File: config.mk
export PLATFORM = sky130hd
export DESIGN_NAME = dcmp_top
export DESIGN_NICKNAME = d
export VERILOG_FILES = /design/src/common/dcmp_pkg.sv /design/src/rtl/dcmp_top.sv
export VERILOG_INCLUDE_DIRS = /design/src /design/src/common
export SDC_FILE = /design/constraint.sdc
export NUM_CORES = 1
export LEC_CHECK = 0
export BUFFER_PORTS_ARGS = -buffer_cell sky130_fd_sc_hd__buf_4
export CAP_MARGIN = 5
export CORE_ASPECT_RATIO = 1.2
export CORE_MARGIN = 2
export CORE_UTILIZATION = 38
export CTS_BUF_LIST = sky130_fd_sc_hd__clkbuf_2
export DETAILED_ROUTE_END_ITERATION = 10
export PLACE_DENSITY_LB_ADDON = 0.25
export REMOVE_ABC_BUFFERS = 1
export SLEW_MARGIN = 20
export SYNTH_ARGS = -nofsm -noshare
export SYNTH_HDL_FRONTEND = slang
export SYNTH_SLANG_ARGS = --single-unit
File: constraint.sdc
create_clock -name mclk -period 4.5 [get_ports mclk]
set_clock_uncertainty 0.1 [all_clocks]
set_input_delay 0.45 -clock mclk [delete_from_list [all_inputs] [get_ports mclk]]
set_output_delay 0.45 -clock mclk [all_outputs]
set_load 0.05 [all_outputs]
File: src/common/dcmp_defs.svh
// register offsets, field positions, reset values and mode codes for the dual comparator
// assumes a byte-addressed APB with 32-bit data; registers sit in the low byte of each word
`ifndef DCMP_DEFS_SVH
`define DCMP_DEFS_SVH

`define DCMP_OFS_CTRL       12'h000
`define DCMP_OFS_IRQ        12'h004
`define DCMP_OFS_PORTA      12'h008
`define DCMP_OFS_DIR        12'h00c
`define DCMP_OFS_ACFG       12'h010

`define DCMP_CTRL_RESET     8'h07
`define DCMP_MODE_OFF       3'h7
`define DCMP_MODE_MUX4      3'h6
`define DCMP_MODE_OUTS      3'h5
`define DCMP_DIR_RESET      6'h3f
`define DCMP_ACFG_RESET     4'hf

`define DCMP_BIT_CMP2_RES   7
`define DCMP_BIT_CMP1_RES   6
`define DCMP_BIT_CMP2_INV   5
`define DCMP_BIT_CMP1_INV   4
`define DCMP_BIT_INSW       3
`define DCMP_BIT_FLAG       0
`define DCMP_BIT_EN_CMP     1
`define DCMP_BIT_EN_PERIPH  2
`define DCMP_BIT_EN_GLOBAL  3

`endif

File: src/common/dcmp_pkg.sv
// types shared by the dual comparator control block
// assumes dcmp_defs.svh supplies the numeric constants
package dcmp_pkg;

  typedef struct packed {
    logic [1:0] invert;
    logic       in_sw;
    logic [2:0] mode;
  } dcmp_ctrl_s;

  typedef struct packed {
    dcmp_ctrl_s ctrl;
    logic [1:0] sync1;
    logic [1:0] sync2;
    logic [1:0] latched;
    logic       flag;
    logic       cmp_en;
    logic       periph_en;
    logic       global_en;
    logic [5:0] dir;
    logic [3:0] acfg;
    logic [5:0] pin_s1;
    logic [5:0] pin_s2;
    logic [5:0] pin_s3;
    logic       pready;
    logic [31:0] prdata;
    logic       pslverr;
    logic       irq;
    logic       wake;
    logic [1:0] pin_out;
    logic [1:0] pin_oe_n;
    logic [1:0] vneg_sel;
    logic       vref_on;
  } dcmp_state_s;

endpackage : dcmp_pkg

File: src/rtl/dcmp_top.sv
// dual comparator control: control register, result readback, change flag, pin routing
// assumes raw comparator outputs and port pins are asynchronous; APB master on mclk
`timescale 1ns/1ps
`include "dcmp_defs.svh"

module dcmp_top
(
  // clock and reset
  input  wire logic        mclk,
  input  wire logic        rst_n,
  // apb slave
  input  wire logic        psel,
  input  wire logic        penable,
  input  wire logic        pwrite,
  input  wire logic [11:0] paddr,
  input  wire logic [31:0] pwdata,
  output logic             pready,
  output logic [31:0]      prdata,
  output logic             pslverr,
  // analog side
  input  wire logic [1:0]  cmp_raw,
  input  wire logic [5:0]  porta_pin_in,
  output logic [1:0]       vneg_sel,
  output logic             vref_on,
  // pins 4 and 5
  output logic [1:0]       pin45_out,
  output logic [1:0]       pin45_oe_n,
  // system
  output logic             irq,
  output logic             wake
);

  dcmp_pkg::dcmp_state_s s_q;
  dcmp_pkg::dcmp_state_s s_d;

  logic [1:0] cmp_res;
  logic [1:0] pin_drv;
  logic       acc;
  logic       wr;
  logic [5:0] analog_mask;

  // true when the port pin is an analog input under the pin config
  function automatic logic [5:0] analog_pins(input logic [3:0] cfg);
    logic [5:0] m;
    m = 6'h00;
    for (int i = 0; i < 5; i++)
    begin
      if (4'(i) < (4'hf - cfg))
      begin
        m[i] = 1'b1;
      end
    end
    return m;
  endfunction : analog_pins

  // true when the byte address hits one of the five registers
  function automatic logic addr_mapped(input logic [11:0] a);
    return (a == `DCMP_OFS_CTRL) || (a == `DCMP_OFS_IRQ) || (a == `DCMP_OFS_PORTA) ||
           (a == `DCMP_OFS_DIR) || (a == `DCMP_OFS_ACFG);
  endfunction : addr_mapped

  assign cmp_res     = s_q.sync2 ^ s_q.ctrl.invert;
  assign acc         = psel && penable && !s_q.pready;
  // writes land at the edge that samples pready high, so a master never sees one early
  assign wr          = psel && penable && pwrite && s_q.pready;
  assign analog_mask = analog_pins(s_q.acfg);
  // pin path takes the raw comparator output: no sync delay on purpose
  assign pin_drv     = cmp_raw ^ s_q.ctrl.invert;

  always_comb
  begin
    s_d         = s_q;
    s_d.sync1   = cmp_raw;
    s_d.sync2   = s_q.sync1;
    s_d.pin_s1  = porta_pin_in;
    s_d.pin_s2  = s_q.pin_s1;
    s_d.pin_s3  = s_q.pin_s2;
    s_d.pready  = acc;
    s_d.pslverr = acc && !addr_mapped(paddr);
    s_d.prdata  = 32'h0000_0000;

    if ((acc && !pwrite) || wr)
    begin
      case (paddr)
        `DCMP_OFS_CTRL:
        begin
          s_d.latched = cmp_res;
          if (pwrite)
          begin
            s_d.ctrl.invert = pwdata[`DCMP_BIT_CMP2_INV:`DCMP_BIT_CMP1_INV];
            s_d.ctrl.in_sw  = pwdata[`DCMP_BIT_INSW];
            s_d.ctrl.mode   = pwdata[2:0];
          end
          else
          begin
            s_d.prdata[7:0] = {cmp_res, s_q.ctrl};
          end
        end
        `DCMP_OFS_IRQ:
        begin
          if (pwrite)
          begin
            s_d.flag = pwdata[`DCMP_BIT_FLAG];
            s_d.cmp_en    = pwdata[`DCMP_BIT_EN_CMP];
            s_d.periph_en = pwdata[`DCMP_BIT_EN_PERIPH];
            s_d.global_en = pwdata[`DCMP_BIT_EN_GLOBAL];
          end
          else
          begin
            s_d.prdata[3:0] = {s_q.global_en, s_q.periph_en, s_q.cmp_en, s_q.flag};
          end
        end
        `DCMP_OFS_PORTA:
        begin
          if (!pwrite)
          begin
            // a pin reads high only once the second and third stages are both high
            s_d.prdata[5:0] = s_q.pin_s2 & s_q.pin_s3 & ~analog_mask;
          end
        end
        `DCMP_OFS_DIR:
        begin
          if (pwrite)
          begin
            s_d.dir = pwdata[5:0];
          end
          else
          begin
            s_d.prdata[5:0] = s_q.dir;
          end
        end
        `DCMP_OFS_ACFG:
        begin
          if (pwrite)
          begin
            s_d.acfg = pwdata[3:0];
          end
          else
          begin
            s_d.prdata[3:0] = s_q.acfg;
          end
        end
        default:
        begin
          s_d.prdata = 32'h0000_0000;
        end
      endcase
    end

    // mismatch sets the flag after any clear in the same cycle; a control access
    // compares against the freshly latched value so a same-cycle change is missed
    if ((cmp_res != s_d.latched) && (s_q.ctrl.mode != `DCMP_MODE_OFF))
    begin
      s_d.flag = 1'b1;
    end

    s_d.irq  = s_d.flag && s_d.cmp_en && s_d.periph_en && s_d.global_en;
    // wake uses no clock-gated path here; it reflects the enabled flag in sleep too
    s_d.wake = s_d.flag && s_d.cmp_en;

    s_d.vref_on  = (s_d.ctrl.mode == `DCMP_MODE_MUX4);
    s_d.vneg_sel = (s_d.ctrl.mode == `DCMP_MODE_MUX4) ? {2{s_d.ctrl.in_sw}} : 2'b00;
    if (s_d.ctrl.mode == `DCMP_MODE_OUTS)
    begin
      s_d.pin_out = pin_drv;
    end
    else
    begin
      s_d.pin_out = 2'b00;
    end
    s_d.pin_oe_n = s_d.dir[5:4];

    if (!rst_n)
    begin
      s_d          = '0;
      s_d.ctrl     = dcmp_pkg::dcmp_ctrl_s'(6'(`DCMP_CTRL_RESET));
      s_d.dir      = `DCMP_DIR_RESET;
      s_d.acfg     = `DCMP_ACFG_RESET;
      s_d.pin_oe_n = 2'b11;
    end
  end

  always_ff @(posedge mclk)
  begin
    s_q <= s_d;
  end

  assign pready     = s_q.pready;
  assign prdata     = s_q.prdata;
  assign pslverr    = s_q.pslverr;
  assign irq        = s_q.irq;
  assign wake       = s_q.wake;
  assign pin45_out  = s_q.pin_out;
  assign pin45_oe_n = s_q.pin_oe_n;
  assign vneg_sel   = s_q.vneg_sel;
  assign vref_on    = s_q.vref_on;

endmodule : dcmp_top

==> metrics.md <==
| Metric | Value |
|---|---|
| Status | `finished clean` |
| H-tree Lvls | `3` |
| First-pass GRT wire length | `~8600 um` |
| Vias | `around 1900` |
| Row cnt | `33` |
| Hold buffer count at CTS | `0` |
| Synth-to-Final Area Change | `14.5%` |
| Top cells by area, synth | `dfxtp_1 44%, buf_4 11%, mux2i_1 8.9%` |
| Power per cell area | `around 350 mW/mm2` |
| CP Class | `in -> reg` |
| Port bufs | `between 40 and 50` |
| Fmax | `approximately 480 MHz` |
| Initial Util | `0.394` |
| Final Non-Filler Cells | `413` |
| Post-DP HPWL | `approximately 3900 um` |
| Minimum clock period | `around 2.1 ns` |
| Root Driver | `clkbuf_2` |
| Die H | `between 90 and 100 um` |
| WP data required | `4.78 ns` |
| CP arrival | `around 2.4 ns` |
| Num ports | `100` |
| Synth warn | `0` |
| Tot Pwr | `1.08 mW` |
| Final setup margin | `2.43 ns` |
| Post-Route WL | `approximately 5500 um` |
| Core Util, Final | `0.452` |
| Layout cells sized above 1 | `0.224` |
| Max-slew violations | `0` |
| Worst Hold Class | `in -> reg` |
| DRT iter0 DRCs | `between 100 and 150` |
| Dpl ws | `between 1.5 and 2 ns` |
| Worst-Margin Slew | `around 0.76 ns` |
| Flops & latches, synth | `60` |
| Grt ovf | `0` |
| Vias in the first global route | `around 1800` |
| Post-cts sizing count | `0` |
| DIE WIDTH | `81.0 um` |
| Post-synth EDFFs | `0` |
| Fin crit share | `0.460` |
| Unrepaired setup endpoints after global routing | `no` |
| Clock Sinks | `60` |
| Largest net degree at the start of global routing | `50` |
| Post-route DRC | `0` |
| Asr flop ratio synth | `0` |
| Inst Count DP | `around 400` |
| CTS tree | `built` |
| Cell taking the most area after synthesis | `dfxtp_1` |
| Vias/cell | `approximately 4.7` |
| Endpoints failing hold | `0` |
| Clock buffer count from CTS | `9` |
| Cell variety after synth | `41` |
| Setup bufs post-CTS | `0` |
| Antenna cells | `0` |
| GPL Wtd Cong | `roughly 0.86` |
| Max IR drop VDD | `approximately 0.16 mV` |
| CP Capture Type | `flip-flop` |
| Critical path fanouts, max | `5` |
| Startpoint types | `primary input` |
| Top-count cell post-synth | `dfxtp_1` |
| Netlist Area Pre-Place | `0.00270 mm2` |
| GRT Total Usage | `0.152` |
| Detailed-router iteration count before antenna repair | `4` |
| Cell leakage power | `1.40 nW` |
| Clock transition at path regs | `~0.17 ns` |
| Initial antenna violation count | `0` |
| Setup TNS | `0 ns` |
| Avg Inst Size Synth | `about 9.4 um2` |
| Final setup fails | `0` |
| Post-synthesis sequential area ratio | `0.444` |
| Clk buf depth | `2` |
| Number of max-cap violations | `0` |
| Syn Inst Count | `between 200 and 300` |
| Synth top area share | `0.444` |
| Commonest cells post-synth | `60 x dfxtp_1, 38 x buf_4, 28 x and2_1, 28 x nand2_1, 24 x mux2i_1` |
| Final ANT Viol Nets | `0` |
| Max-slew headroom | `0.489` |
| Full die area | `0.00781 mm2` |
| Core outline area | `around 0.0069 mm2` |
| WL/cell | `between 10 and 15 um` |
| NumNets Final | `approximately 380` |
| Worst skew pair latency | `0.47 ns` |
| Top FF cell, synth | `dfxtp_1` |
[layout by cell type (no fill, tap or decap), types with 2 or more instances in the layout]
master and count:
o31ai_1 2, o22ai_1 3, nand4b_1 3, a22oi_1 2
nor3b_1 3, nor3_1 2, nand4_1 3, mux2i_1 24
and4_1 2, inv_1 5, nor4_1 4, a31oi_1 3
nor2_1 13, dfxtp_1 60, mux2_2 2, bufinv_16 3
nor2b_1 5, clkinv_1 2, nand2_1 28, buf_4 49
nand3_1 10, conb_1 24, and2_1 28, a21oi_1 4
xnor2_1 7, o211ai_1 2, clkbuf_2 10, and3_1 2
o21ai_0 6
[cell type report]
type / count / area (um2)
fill: 704 / 3760
multi-input combinational: 196 / 1250
sequential: 60 / 1200
timing repair buffer: 49 / 368
tap: 87 / 109
clock inverter: 6 / 103
clock buffer: 10 / 50.0
inverter: 5 / 18.8
[power breakdown]
group	switching, mW	leakage [nW]	total, mW	internal [mW]
registers	0.00265	0.488	0.543	0.540
logic	0.0800	0.820	0.113	0.0329
clock network	0.190	0.0910	0.428	0.238
total	0.272	1.40	1.08	0.811
[cell families (layout without fill, tap and decap cells)]
logic type                after synthesis  count (layout)  share of synthesized area
AOI/OAI and AO/OA                      26              26                     0.0625
xor gates and xnor gates                7               7                     0.0227
buffers and inverters                  53              70                      0.126
DFF                                    60              60                      0.444
muxes                                  27              27                      0.106
other                                   1              24                    0.00139
and+or+nand+nor                       112             112                      0.237
[path summary, 6_finish.rpt]
path	start	to	slack, ns	depth (start not counted)
worst max-delay path	paddr[9]	irq	2.43	6
worst min-delay path	porta_pin_in[0]	s_q[55]	0.06	2
worst max register to register	pready	irq	2.50	5
worst min register to register	s_q[60]	s_q[54]	0.35	1
[per-layer routing]
layer  global-route usage  part of all wire  vias up
li1                     -                 -      990
met1                0.185              0.45      865
met2                0.240              0.47       65
met3               0.0307             0.062       15
met4                0.107             0.024        0
met5                    0                 0        -
[critical path: stages]
cell and delay (ns):
buf_4 0.11, nor4_1 0.67, nand4_1 0.39, nor2_1 0.36, o211ai_1 0.19, o211a_1 0.17
[metrics by stage]
| step | instance area [um2] | hold slack [ns] |
|---|---|---|
| 2_1_floorplan | 2470 | 0.312 |
| 3_3_place_gp | 2940 | 0.314 |
| 3_5_place_dp | 2940 | 0.319 |
| 4_1_cts | 3100 | 0.0235 |
| 5_1_grt | 3100 | 0.0395 |
| 6_report | 3100 | 0.0650 |
[sequential cells by signal, indices dropped and copies added, names as in the netlist]
name       cells
pready         1
pin45_out      2
vneg_sel       1
prdata         8
vref_on        1
s_q           44
irq            1
pslverr        1
wake           1
Power figures use the tool's default switching activity.
